## src/psg_defines.svh

```systemverilog
`ifndef PSG_DEFINES_SVH
`define PSG_DEFINES_SVH

// Suspend and resume opcodes
`define PSG_OP_SUSPEND_A 8'h75
`define PSG_OP_SUSPEND_B 8'hb0
`define PSG_OP_RESUME_A 8'hd0
`define PSG_OP_RESUME_B 8'h7a

// Array reads
`define PSG_OP_READ_03 8'h03
`define PSG_OP_READ_0B 8'h0b
`define PSG_OP_READ_3B 8'h3b
`define PSG_OP_READ_6B 8'h6b
`define PSG_OP_READ_EB 8'heb
`define PSG_OP_READ_E7 8'he7
`define PSG_OP_BUF_READ 8'hd4
`define PSG_OP_LOCK_RD_A 8'h3c
`define PSG_OP_LOCK_RD_B 8'h3d
`define PSG_OP_OTP_READ 8'h4b

// Write enable latch control
`define PSG_OP_WREN 8'h06
`define PSG_OP_WRDI 8'h04
`define PSG_OP_VWREN 8'h50

// Programs allowed in erase suspend
`define PSG_OP_BUF_WRITE 8'h84
`define PSG_OP_PP_02 8'h02
`define PSG_OP_PP_A2 8'ha2
`define PSG_OP_PP_32 8'h32
`define PSG_OP_BUF_PROG 8'h88
`define PSG_OP_SEQ_A 8'had
`define PSG_OP_SEQ_B 8'haf

// Commands allowed in every state
`define PSG_OP_RDSR1 8'h05
`define PSG_OP_RDSR2 8'h35
`define PSG_OP_RDSR3 8'h15
`define PSG_OP_RDSR_IND 8'h65
`define PSG_OP_ACT_INT 8'h25
`define PSG_OP_TERMINATE 8'hf0
`define PSG_OP_RST_EN 8'h66
`define PSG_OP_RST_DEV 8'h99
`define PSG_OP_ID_9F 8'h9f
`define PSG_OP_ID_90 8'h90
`define PSG_OP_ID_94 8'h94
`define PSG_OP_DPD_EXIT 8'hab

// Status register bit positions
`define PSG_SR1_BUSY_BIT 0
`define PSG_SR1_WEL_BIT 1
`define PSG_SR5_ES_BIT 0
`define PSG_SR5_PS_BIT 1

// Opcode framing and block number width
`define PSG_BITS_PER_BYTE 4'h8
`define PSG_BLOCK_W 5

`endif

```

## src/psg_pkg.sv

```systemverilog
package psg_pkg;

    typedef enum logic [1:0] {
        PSG_ST_READY = 2'b00,
        PSG_ST_BUSY = 2'b01,
        PSG_ST_PSUSP = 2'b10,
        PSG_ST_ESUSP = 2'b11
    } psg_state_t;

    typedef enum logic [2:0] {
        PSG_CL_SUSPEND = 3'b000,
        PSG_CL_RESUME = 3'b001,
        PSG_CL_READ = 3'b010,
        PSG_CL_WEL = 3'b011,
        PSG_CL_BUFWR = 3'b100,
        PSG_CL_PROGRAM = 3'b101,
        PSG_CL_ALWAYS = 3'b110,
        PSG_CL_IDLE_ONLY = 3'b111
    } psg_class_t;

endpackage : psg_pkg

```

## src/psg_sync.sv

```systemverilog
`timescale 1ns/1ps

module psg_sync #(
    parameter int WIDTH = 3
) (
    // Clock and reset
    input wire logic clk_in,
    input wire logic rst_in,
    // Asynchronous levels in, synchronised levels out
    input wire logic [WIDTH-1:0] async_in,
    output logic [WIDTH-1:0] sync_out
);

    logic [WIDTH-1:0] meta_reg;

    // Reset value matches an idle bus: chip select high, clock low
    always_ff @(posedge clk_in) begin
        if (rst_in) begin
            meta_reg <= '0;
            sync_out <= '0;
        end else begin
            meta_reg <= async_in;
            sync_out <= meta_reg;
        end
    end

endmodule : psg_sync

```

## src/psg_top.sv

```systemverilog
`timescale 1ns/1ps
`include "psg_defines.svh"

// Function
// - Opcodes 75h and B0h both decode to the same suspend action.
// - Suspend is opcode only; any further clocks cancel it.
// - Suspend starts only when chip select rises after the opcode.
// - Once suspended, permitted reads and programs are accepted.
// - Commands not permitted in the current state are discarded.
// - A rejected command leaves the write enable latch unchanged.
// - Busy sits in status register one, suspend flags in register five.
// - While busy only suspend and harmless commands are accepted.
// - Program suspend accepts reads, resume and write enable controls.
// - Erase suspend also accepts buffer write and program commands.
// - Array reads rejected while busy, accepted in either suspend.
// - Programs in erase suspend must target another 64 kB block.
// - On suspend completion set suspend flags and clear busy.
// - Suspend ignored during cycles that cannot be suspended.
// - Chip select must rise after the full opcode, on a byte boundary.
module psg_top (
    // System
    input wire logic CLK_SYS_IN,
    input wire logic RST_IN,
    // Serial pins from the host
    input wire logic SPI_CS_N_IN,
    input wire logic SPI_SCK_IN,
    input wire logic SPI_SI_IN,
    // Internal program/erase engine events
    input wire logic CYCLE_START_IN,
    input wire logic CYCLE_IS_ERASE_IN,
    input wire logic CYCLE_SUSPENDABLE_IN,
    input wire logic [`PSG_BLOCK_W-1:0] CYCLE_BLOCK_IN,
    input wire logic CYCLE_DONE_IN,
    input wire logic SUSPEND_DONE_IN,
    input wire logic WEL_CLEAR_IN,
    // Target block of an accepted program, once its address is known
    input wire logic CMD_BLOCK_VALID_IN,
    input wire logic [`PSG_BLOCK_W-1:0] CMD_BLOCK_IN,
    // Command gate results
    output logic CMD_ACCEPT_OUT,
    output logic CMD_REJECT_OUT,
    output logic [7:0] CMD_OPCODE_OUT,
    output logic CMD_BLOCK_CHECK_OUT,
    output logic CMD_ABORT_OUT,
    // Requests to the engine
    output logic SUSPEND_REQ_OUT,
    output logic RESUME_REQ_OUT,
    // Status
    output logic [7:0] STATUS_REG1_OUT,
    output logic [7:0] STATUS_REG5_OUT,
    output logic SUSPENDED_SUMMARY_FLAG_OUT
);

    logic [2:0] pins_sync;
    logic cs_n_s;
    logic sck_s;
    logic si_s;
    logic sck_prev_reg;
    logic cs_n_prev_reg;
    logic [3:0] bit_cnt_reg;
    logic [6:0] shift_reg;
    logic have_op_reg;
    logic extra_bits_reg;
    logic [7:0] op_reg;
    logic op_ok_reg;
    logic op_in_progress_flag_reg;
    logic program_suspended_flag_reg;
    logic erase_suspended_flag_reg;
    logic suspended_summary_flag_reg;
    logic write_enable_latch_reg;
    logic cyc_erase_reg;
    logic cyc_suspendable_reg;
    logic suspend_wait_reg;
    logic block_check_reg;
    logic [`PSG_BLOCK_W-1:0] suspended_summary_flag_block_reg;

    psg_sync #(.WIDTH(3)) u_sync (
        .clk_in(CLK_SYS_IN),
        .rst_in(RST_IN),
        .async_in({SPI_SI_IN, SPI_SCK_IN, ~SPI_CS_N_IN}),
        .sync_out(pins_sync)
    );

    assign cs_n_s = ~pins_sync[0];
    assign sck_s = pins_sync[1];
    assign si_s = pins_sync[2];

    // Mode 0 and 3 both sample on the rising clock edge
    wire sck_rise = sck_s & ~sck_prev_reg & ~cs_n_s;
    wire cs_rise = cs_n_s & ~cs_n_prev_reg;
    wire byte_last = sck_rise & (bit_cnt_reg == 4'h7);
    wire [7:0] op_byte = {shift_reg, si_s};
    wire op_done = byte_last & ~have_op_reg;

    // Derived state
    psg_pkg::psg_state_t state;
    assign state = op_in_progress_flag_reg ? psg_pkg::PSG_ST_BUSY :
                   program_suspended_flag_reg ? psg_pkg::PSG_ST_PSUSP :
                   erase_suspended_flag_reg ? psg_pkg::PSG_ST_ESUSP :
                   psg_pkg::PSG_ST_READY;

    function automatic psg_pkg::psg_class_t classify(input logic [7:0] op);
        unique case (op)
            `PSG_OP_SUSPEND_A, `PSG_OP_SUSPEND_B:
                classify = psg_pkg::PSG_CL_SUSPEND;
            `PSG_OP_RESUME_A, `PSG_OP_RESUME_B:
                classify = psg_pkg::PSG_CL_RESUME;
            `PSG_OP_READ_03, `PSG_OP_READ_0B, `PSG_OP_READ_3B,
            `PSG_OP_READ_6B, `PSG_OP_READ_EB, `PSG_OP_READ_E7,
            `PSG_OP_BUF_READ, `PSG_OP_LOCK_RD_A, `PSG_OP_LOCK_RD_B,
            `PSG_OP_OTP_READ:
                classify = psg_pkg::PSG_CL_READ;
            `PSG_OP_WREN, `PSG_OP_WRDI, `PSG_OP_VWREN:
                classify = psg_pkg::PSG_CL_WEL;
            `PSG_OP_BUF_WRITE:
                classify = psg_pkg::PSG_CL_BUFWR;
            `PSG_OP_PP_02, `PSG_OP_PP_A2, `PSG_OP_PP_32, `PSG_OP_BUF_PROG,
            `PSG_OP_SEQ_A, `PSG_OP_SEQ_B:
                classify = psg_pkg::PSG_CL_PROGRAM;
            `PSG_OP_RDSR1, `PSG_OP_RDSR2, `PSG_OP_RDSR3, `PSG_OP_RDSR_IND,
            `PSG_OP_ACT_INT, `PSG_OP_TERMINATE, `PSG_OP_RST_EN,
            `PSG_OP_RST_DEV, `PSG_OP_ID_9F, `PSG_OP_ID_90, `PSG_OP_ID_94,
            `PSG_OP_DPD_EXIT:
                classify = psg_pkg::PSG_CL_ALWAYS;
            default:
                classify = psg_pkg::PSG_CL_IDLE_ONLY;
        endcase
    endfunction : classify

    psg_pkg::psg_class_t op_class;
    assign op_class = classify(op_byte);

    // Acceptance table per state
    logic allowed;
    always_comb begin
        allowed = 1'b0;
        unique case (state)
            psg_pkg::PSG_ST_BUSY:
                allowed = (op_class == psg_pkg::PSG_CL_ALWAYS) ||
                          ((op_class == psg_pkg::PSG_CL_SUSPEND) &&
                           cyc_suspendable_reg &&
                           !suspend_wait_reg);
            psg_pkg::PSG_ST_PSUSP:
                allowed = (op_class == psg_pkg::PSG_CL_ALWAYS) ||
                          (op_class == psg_pkg::PSG_CL_READ) ||
                          (op_class == psg_pkg::PSG_CL_RESUME) ||
                          (op_class == psg_pkg::PSG_CL_WEL);
            psg_pkg::PSG_ST_ESUSP:
                allowed = (op_class == psg_pkg::PSG_CL_ALWAYS) ||
                          (op_class == psg_pkg::PSG_CL_READ) ||
                          (op_class == psg_pkg::PSG_CL_RESUME) ||
                          (op_class == psg_pkg::PSG_CL_WEL) ||
                          (op_class == psg_pkg::PSG_CL_BUFWR) ||
                          (op_class == psg_pkg::PSG_CL_PROGRAM);
            psg_pkg::PSG_ST_READY:
                allowed = (op_class != psg_pkg::PSG_CL_SUSPEND) &&
                          (op_class != psg_pkg::PSG_CL_RESUME);
        endcase
    end

    // Opcode-only framing: exactly one byte, then chip select high
    wire frame_exact = cs_rise & have_op_reg & op_ok_reg & ~extra_bits_reg &
                       (bit_cnt_reg == 4'h0);
    wire do_suspend = frame_exact &&
                      ((op_reg == `PSG_OP_SUSPEND_A) ||
                       (op_reg == `PSG_OP_SUSPEND_B));
    wire do_resume = frame_exact &&
                     ((op_reg == `PSG_OP_RESUME_A) ||
                      (op_reg == `PSG_OP_RESUME_B));
    wire do_wel_set = frame_exact &&
                      ((op_reg == `PSG_OP_WREN) || (op_reg == `PSG_OP_VWREN));
    wire do_wel_clr = frame_exact && (op_reg == `PSG_OP_WRDI);
    wire block_hit = block_check_reg & CMD_BLOCK_VALID_IN &
                     (CMD_BLOCK_IN == suspended_summary_flag_block_reg);

    // Serial deserialiser; counters reset whenever chip select is high
    always_ff @(posedge CLK_SYS_IN) begin
        if (RST_IN) begin
            sck_prev_reg <= 1'b0;
            cs_n_prev_reg <= 1'b1;
            bit_cnt_reg <= 4'h0;
            shift_reg <= 7'h00;
            have_op_reg <= 1'b0;
            extra_bits_reg <= 1'b0;
        end else begin
            sck_prev_reg <= sck_s;
            cs_n_prev_reg <= cs_n_s;
            if (cs_n_s) begin
                bit_cnt_reg <= 4'h0;
                have_op_reg <= 1'b0;
                extra_bits_reg <= 1'b0;
            end else if (sck_rise) begin
                shift_reg <= op_byte[6:0];
                bit_cnt_reg <= byte_last ? 4'h0 : bit_cnt_reg + 4'h1;
                extra_bits_reg <= extra_bits_reg | have_op_reg;
                if (byte_last) begin
                    have_op_reg <= 1'b1;
                end
            end
        end
    end

    // Gate decision, made once per frame on the opcode byte
    always_ff @(posedge CLK_SYS_IN) begin
        if (RST_IN) begin
            op_reg <= 8'h00;
            op_ok_reg <= 1'b0;
            CMD_OPCODE_OUT <= 8'h00;
            CMD_ACCEPT_OUT <= 1'b0;
            CMD_REJECT_OUT <= 1'b0;
            CMD_ABORT_OUT <= 1'b0;
            block_check_reg <= 1'b0;
        end else begin
            CMD_ACCEPT_OUT <= op_done & allowed;
            CMD_REJECT_OUT <= op_done & ~allowed;
            CMD_ABORT_OUT <= block_hit;
            if (op_done) begin
                op_reg <= op_byte;
                op_ok_reg <= allowed;
                CMD_OPCODE_OUT <= op_byte;
                block_check_reg <= allowed &&
                    (state == psg_pkg::PSG_ST_ESUSP) &&
                    (op_class == psg_pkg::PSG_CL_PROGRAM);
            end else if (cs_rise || block_hit || CMD_BLOCK_VALID_IN) begin
                block_check_reg <= 1'b0;
            end
        end
    end

    assign CMD_BLOCK_CHECK_OUT = block_check_reg;

    // Flags; a cycle start wins over a completion in the same clock
    always_ff @(posedge CLK_SYS_IN) begin
        if (RST_IN) begin
            op_in_progress_flag_reg <= 1'b0;
            program_suspended_flag_reg <= 1'b0;
            erase_suspended_flag_reg <= 1'b0;
            suspended_summary_flag_reg <= 1'b0;
            write_enable_latch_reg <= 1'b0;
            cyc_erase_reg <= 1'b0;
            cyc_suspendable_reg <= 1'b0;
            suspend_wait_reg <= 1'b0;
            suspended_summary_flag_block_reg <= '0;
            SUSPEND_REQ_OUT <= 1'b0;
            RESUME_REQ_OUT <= 1'b0;
        end else begin
            SUSPEND_REQ_OUT <= do_suspend;
            RESUME_REQ_OUT <= do_resume;
            if (do_suspend) begin
                suspend_wait_reg <= 1'b1;
            end else if (SUSPEND_DONE_IN || CYCLE_DONE_IN) begin
                suspend_wait_reg <= 1'b0;
            end
            if (CYCLE_START_IN) begin
                op_in_progress_flag_reg <= 1'b1;
                cyc_erase_reg <= CYCLE_IS_ERASE_IN;
                cyc_suspendable_reg <= CYCLE_SUSPENDABLE_IN;
                if (CYCLE_IS_ERASE_IN) begin
                    suspended_summary_flag_block_reg <= CYCLE_BLOCK_IN;
                end
            end else if (SUSPEND_DONE_IN && suspend_wait_reg) begin
                op_in_progress_flag_reg <= 1'b0;
                suspended_summary_flag_reg <= 1'b1;
                if (cyc_erase_reg) begin
                    erase_suspended_flag_reg <= 1'b1;
                end else begin
                    program_suspended_flag_reg <= 1'b1;
                end
            end else if (do_resume) begin
                // A suspended program resumes before a suspended erase
                op_in_progress_flag_reg <= 1'b1;
                cyc_suspendable_reg <= 1'b1;
                if (program_suspended_flag_reg) begin
                    program_suspended_flag_reg <= 1'b0;
                    cyc_erase_reg <= 1'b0;
                    suspended_summary_flag_reg <= erase_suspended_flag_reg;
                end else begin
                    erase_suspended_flag_reg <= 1'b0;
                    cyc_erase_reg <= 1'b1;
                    suspended_summary_flag_reg <= 1'b0;
                end
            end else if (CYCLE_DONE_IN) begin
                op_in_progress_flag_reg <= 1'b0;
            end
            // Only accepted commands and WEL_CLEAR_IN touch the latch
            if (do_wel_set) begin
                write_enable_latch_reg <= 1'b1;
            end else if (do_wel_clr || WEL_CLEAR_IN) begin
                write_enable_latch_reg <= 1'b0;
            end
        end
    end

    // Status registers
    always_comb begin
        STATUS_REG1_OUT = 8'h00;
        STATUS_REG5_OUT = 8'h00;
        STATUS_REG1_OUT[`PSG_SR1_BUSY_BIT] = op_in_progress_flag_reg;
        STATUS_REG1_OUT[`PSG_SR1_WEL_BIT] = write_enable_latch_reg;
        STATUS_REG5_OUT[`PSG_SR5_ES_BIT] = erase_suspended_flag_reg;
        STATUS_REG5_OUT[`PSG_SR5_PS_BIT] =
            program_suspended_flag_reg;
    end

    assign SUSPENDED_SUMMARY_FLAG_OUT = suspended_summary_flag_reg;

    // Accepted commands are handed on for the engine to run

endmodule : psg_top

```

## config.mk

```make
export PLATFORM = sky130hd
export DESIGN_NAME = psg_top
export DESIGN_NICKNAME = d
export VERILOG_FILES = /design/src/psg_pkg.sv /design/src/psg_sync.sv /design/src/psg_top.sv
export VERILOG_INCLUDE_DIRS = /design/src
export SDC_FILE = /design/constraint.sdc
export NUM_CORES = 1
export LEC_CHECK = 0
export ABC_AREA = 1
export BUFFER_PORTS_ARGS = -buffer_cell sky130_fd_sc_hd__buf_2
export CAP_MARGIN = 20
export CORE_ASPECT_RATIO = 1.75
export CORE_MARGIN = 3
export CORE_UTILIZATION = 35
export DETAILED_ROUTE_END_ITERATION = 10
export PLACE_DENSITY = 0.53
export SLEW_MARGIN = 20
export SYNTH_ARGS = -nofsm -noshare
export SYNTH_HDL_FRONTEND = slang
export SYNTH_SLANG_ARGS = --single-unit
```

## constraint.sdc

```tcl
create_clock -name CLK_SYS_IN -period 4.34 [get_ports CLK_SYS_IN]
set_input_delay 0.217 -clock CLK_SYS_IN [delete_from_list [all_inputs] [get_ports CLK_SYS_IN]]
set_output_delay 0.217 -clock CLK_SYS_IN [all_outputs]
set_load 0.03 [all_outputs]
```

# == After elaboration in Yosys (flattened, before gate mapping) ==
# Index checks and enable logic that the tools add are counted.
# totals
output_inout_bits,31
register_bits,49
word_cells,185
input_bits,22
# classes
reduce_logical,48
bitwise,22
addsub,1
eq_ne,58
mux,31
# ops
operator,count
"8-bit equality test, second input constant",18
"8-bit by 7-bit equality test with 1-bit output, second input constant",10
"8-bit by 6-bit equality test with 1-bit output, second input constant",6
"8-bit by 3-bit equality test with 1-bit output, second input constant",5
1-bit two-way mux,25
3-bit one-hot mux with 7 select lines,1
"8-bit by 2-bit equality test with 1-bit output, second input constant",2
1-bit bitwise AND,13
1-bit logical OR,13
12-bit OR reduction,1
1-bit logical AND,10
2-bit AND reduction,5
2-bit nonzero test,5
10-bit OR reduction,1
"3-bit equality test, second input constant",3
"8-bit by 4-bit equality test with 1-bit output, second input constant",1
"8-bit by 5-bit equality test with 1-bit output, second input constant",1
1-bit inverter,8
"3-bit by 2-bit equality test with 1-bit output, second input constant",2
2-bit two-way mux,3
"2-bit != test, second input constant",3
3-bit AND reduction,2
2-bit OR reduction,3
6-bit OR reduction,1
other kinds (17),18

# == Longest topological paths before layout ==
# logic_depth
ltp_word,13
depth_mapped,16
mapped_depth_nobuf,16

# == Hierarchy ==
# A second synthesis with hierarchy kept.
# hier_totals
cells_unflattened,377
hier_area_um2,2583.7
# by_module_without_submodules
mod,n_inst,area_each_um2,seq_area_each_um2,cells_each
psg_top,1,2418.6,860.8,359
psg_sync,1,165.2,120.1,18

# == Worst setup path after synthesis ==
# OpenSTA, ideal clock, no wires.
# synth_timing
path_type,register to register
from,register op_reg[6]
to,"register suspended_summary_flag_reg, in the netlist SUSPENDED_SUMMARY_FLAG_OUT"
synth_period_minus_slack_ps,1620
path_stages_with_launch,12
arrival_time_ps,1504
required_ps,4224
path_slack_ps,2720
path_buffers,0
path_cell_list,dfxtp_1 -> nand3_1 -> nor3_1 -> nand2_1 -> nand2_1 -> nand2_1 -> nor2_1 -> nand2_1 -> nand2_1 -> o31ai_1 -> o21ai_0 -> inv_1
# synth_via
elab_chain_len,5
elab_cells_between_ends,6
cone_classes,2 x eq/ne; 4 x reduce/logical
# synth_lines
item,line_no,text
start: declaration,psg_top.sv:64,logic [7:0] op_reg;
start signal: assignment,psg_top.sv:218,op_reg <= op_byte;
8-bit equality test (no source line) / 8-bit by 7-bit equality test with 1-bit output (equally long branches),n/a,
1-bit logical OR *,psg_top.sv:168,((op_reg == `PSG_OP_RESUME_A) ||
1-bit logical AND *,psg_top.sv:167,wire do_resume = frame_exact &&
2-bit nonzero test (no source line) *,n/a,
2-bit AND reduction (no source line) *,n/a,
end signal: assignment,psg_top.sv:276,suspended_summary_flag_reg <= erase_suspended_flag_reg;
end: declaration,psg_top.sv:69,logic suspended_summary_flag_reg;
# Every way passes the cells marked *; elsewhere a longest branch is shown, timed or not.
# A chain may end at the register's enable or synchronous reset.

# == Final worst setup path ==
# layout_timing
from,register u_sync.sync_out[0]
to,register op_ok_reg
# layout_via
elab_chain_len,3
# layout_lines
item,line_no,text
start: declaration,psg_sync.sv:11,output logic [WIDTH-1:0] sync_out
start signal: assignment,psg_sync.sv:23,sync_out <= meta_reg;
1-bit bitwise AND,psg_top.sv:89,wire sck_rise = sck_s & ~sck_prev_reg & ~cs_n_s;
1-bit bitwise AND,psg_top.sv:91,wire byte_last = sck_rise & (bit_cnt_reg == 4'h7);
1-bit bitwise AND,psg_top.sv:93,wire op_done = byte_last & ~have_op_reg;
end signal: assignment,psg_top.sv:219,op_ok_reg <= allowed;
end: declaration,psg_top.sv:65,logic op_ok_reg;
# No other way between the ends.

==> impl_metrics.yaml <==
run_status:
  status: "completed"
floorplanning:
  die_h_um: 119
  chipWidth_um: 70.7
  coreArea_um2: 7010
  rows: 40
  dieArea_um2: 8420
  initial_core_util_pct: 36.6
  ios: 53
timing:
  maxSlewViolCount: 0
  fin_hold_ws_ns: 0.0761
  finalSetupViolCount: 0
  period_minus_slack_ns: 2.00
  fin_ws_ns: 2.34
  clock_skew_ns: 0.00417
  max_freq_mhz: 501
  maxSlewHeadroom_pct: 47.5
  timing.final.crit_share_pct: 46.0
  finalHoldViolations: 0
  rsz0062_at_grt: "no"
  tns_ns: 0
  tightest_slew_ns: 0.786
routing:
  vias: 2379
  wl_mm: 6.32
  wl_per_cell_um: 12.8
  vias_per_cell: 4.81
  drt_iter0_drc: 113
  drc_errors: 0
  ant_nets: 0
  firstDrtPassIters: 4
yosys:
  synth_seq_cells: 49
  synthSimpleGateAreaFrac_pct: 29.7
  netlist_area_um2: 2560
  synth_top_family_by_area: "simple AND/OR/NAND/NOR gates"
  synthAdderAreaFrac_pct: 0.977
  synth-compound-area-share_pct: 15.1
  synth_enable_flop_cells: 0
  ys_async_sr_fraction_pct: 0
  muxShareOfSynthArea_pct: 0
  ys_types: 36
  yosysMostFrequentCell: "nand2_1"
  avgSynthCellArea_um2: 6.83
  synth_top_cell_area_share_pct: 38.3
  synth_warnings: 0
  yosysSeqAreaShare_pct: 38.3
  synthXorXnorAreaFrac_pct: 0.342
  synth_ff_type: "dfxtp_1"
  synthTopCellsByArea: "dfxtp_1, nand2_1, inv_1, nor2_1, o21ai_0"
  synth_top_area_cell: "dfxtp_1"
  synthCells: 375
  synthTopCellsByCount: "nand2_1, inv_1, dfxtp_1, nor2_1, o21ai_0"
cells_and_area:
  largest_reg_flops: 8
  area_growth_pct: 12.7
  diodes: 0
  regArea_um2: 981
  finish.instance_area_um2: 2890
  nets: 435
  multi_input_area_um2: 1230
  post-route-util_pct: 41.2
  nFillCells: 778
  drive_above_1_share_pct: 18.5
min_path:
  hold_path_class: "in2reg"
  holdPathStages: 2
  min_from: "SPI_CS_N_IN"
  hold_end: "u_sync.meta_reg[0]"
setup_path:
  crit_top_cell: "nand2_1"
  crit_type: "reg2reg"
  cp-end-kind: "flop"
  cp_slowest_cell: "nor2_4"
  regToRegSetupSlack_ns: 2.34
  cp_data_required_time_ns: 4.57
  crit_path_max_incr_delay_ns: 0.36
  cp_cell_sequence: "nand2_1, nor2_4, inv_2, nor3_2, nand2_1, nor2_4, inv_1, nor2_1, nand3_1, nand2_1"
  crit_arrival_ns: 2.23
  rr_endpoint: "op_ok_reg"
  cp_max_fo: 19
  rr_worst_depth: 10
  r2r-start: "u_sync.sync_out[0]"
  worst_setup_path_start_kind: "flop"
grt:
  grt_util_all_layers_pct: 15.8
  grt_max_degree: 30
  first_global_vias: 2282
  antenna_found_initial: 0
  grt_remaining_overflow: 0
  grt_pass1_wl_mm: 10.5
cts:
  h-tree-depth: 2
  ctsRootBufferMaster: "clkbuf_16"
  path_clk_slew_ns: 0.06
  cts_tree: "done"
  cts_setup_buffers: 0
  holdBufCountCts: 0
  cts-buffers-inserted: 5
  clk_path_buf_depth: 2
  cts_sinks: 49
  insertion_delay_ns: 0.29
  cts_resized: 0
place:
  pre_cts_slack_ns: 2.34
  placed_area_um2: 2740
  portBuffers: 40
  hpwl_mm: 5.05
  place_congestion: 0.930
flow_run:
  maxCapViolations: 0
power_and_ir_drop:
  leakage_nw: 1.38
  powerDensity_nw_per_um2: 314
  ir_drop_mv: 0.175
==> stage by stage <==
stage,power [W],instances
detailed placement,0.000537,488
global placement,0.000537,488
CTS,0.000922,495
finish,0.000906,495
global route,0.000946,495
floorplan,0.000528,386
==> cell type report <==
cell class / count / area share (%)
multi-input cells: 254 / 42.5
repair buffers: 40 / 6.94
flip-flops and latches: 49 / 34.0
inverters: 61 / 7.94
clock buffers: 7 / 4.94
well taps: 84 / 3.64
==> per-layer routing <==
metal  vias up  global-route usage [%]  part of all wire (%)
met3        23                    3.29                   4.9
met4         0                    11.4                   5.8
li1       1248                       -                     -
met1      1046                    15.4                    37
met5         -                       0                     0
met2        62                    28.7                    53
==> logic make-up (layout without fill, tap and decap cells) <==
group / Yosys count / count (layout)
xor+xnor: 1 / 1
compound gates: 71 / 71
flops: 49 / 49
buf+inv: 83 / 108
fa+ha+maj: 2 / 2
other cells: 1 / 12
simple gates: 168 / 168
==> worst max-delay path by stage <==
stage / to / from
final: op_ok_reg / u_sync.sync_out[0]
after global routing: op_ok_reg / u_sync.sync_out[0]
after CTS: op_ok_reg / u_sync.sync_out[0]
after detailed placement: CMD_REJECT_OUT / u_sync.sync_out[0]
after global placement: op_ok_reg / u_sync.sync_out[0]
after floorplan: SUSPENDED_SUMMARY_FLAG_OUT / op_reg[6]
==> where the power goes <==
part           leakage (nW)   total, W  switching (W)  internal (W)
logic                 0.915  0.0000618      0.0000439     0.0000180
clock network        0.0700   0.000379       0.000153      0.000226
registers             0.398   0.000465     0.00000617      0.000459
total                  1.38   0.000906       0.000203      0.000703
==> cells in the final DEF (no fill, tap or decap), drive strengths merged <==
| cell type | n |
|---|---|
| nor3 | 7 |
| buf | 40 |
| a31oi | 1 |
| nand4 | 6 |
| or2 | 1 |
| o2111ai | 1 |
| nand3 | 18 |
| clkbuf | 7 |
| clkinv | 1 |
| a21oi | 28 |
| conb | 12 |
| xnor2 | 1 |
| nor3b | 1 |
| o31ai | 1 |
| o21ai | 31 |
| dfxtp | 49 |
| o41ai | 1 |
| inv | 60 |
| nor2 | 59 |
| a2111oi | 1 |
| nor4 | 4 |
| a21boi | 1 |
| o22ai | 1 |
| nand2 | 72 |
| a211oi | 4 |
| o221ai | 1 |
| ha | 2 |
==> worst max-delay path, delay by kind of cell, from the launching register on <==
family                 cells  cell delay, ns
AND/OR/NAND/NOR            8            1.36
flip-flops                 1            0.35
buffers and inverters      2            0.22
Power figures use the tool's default switching activity.
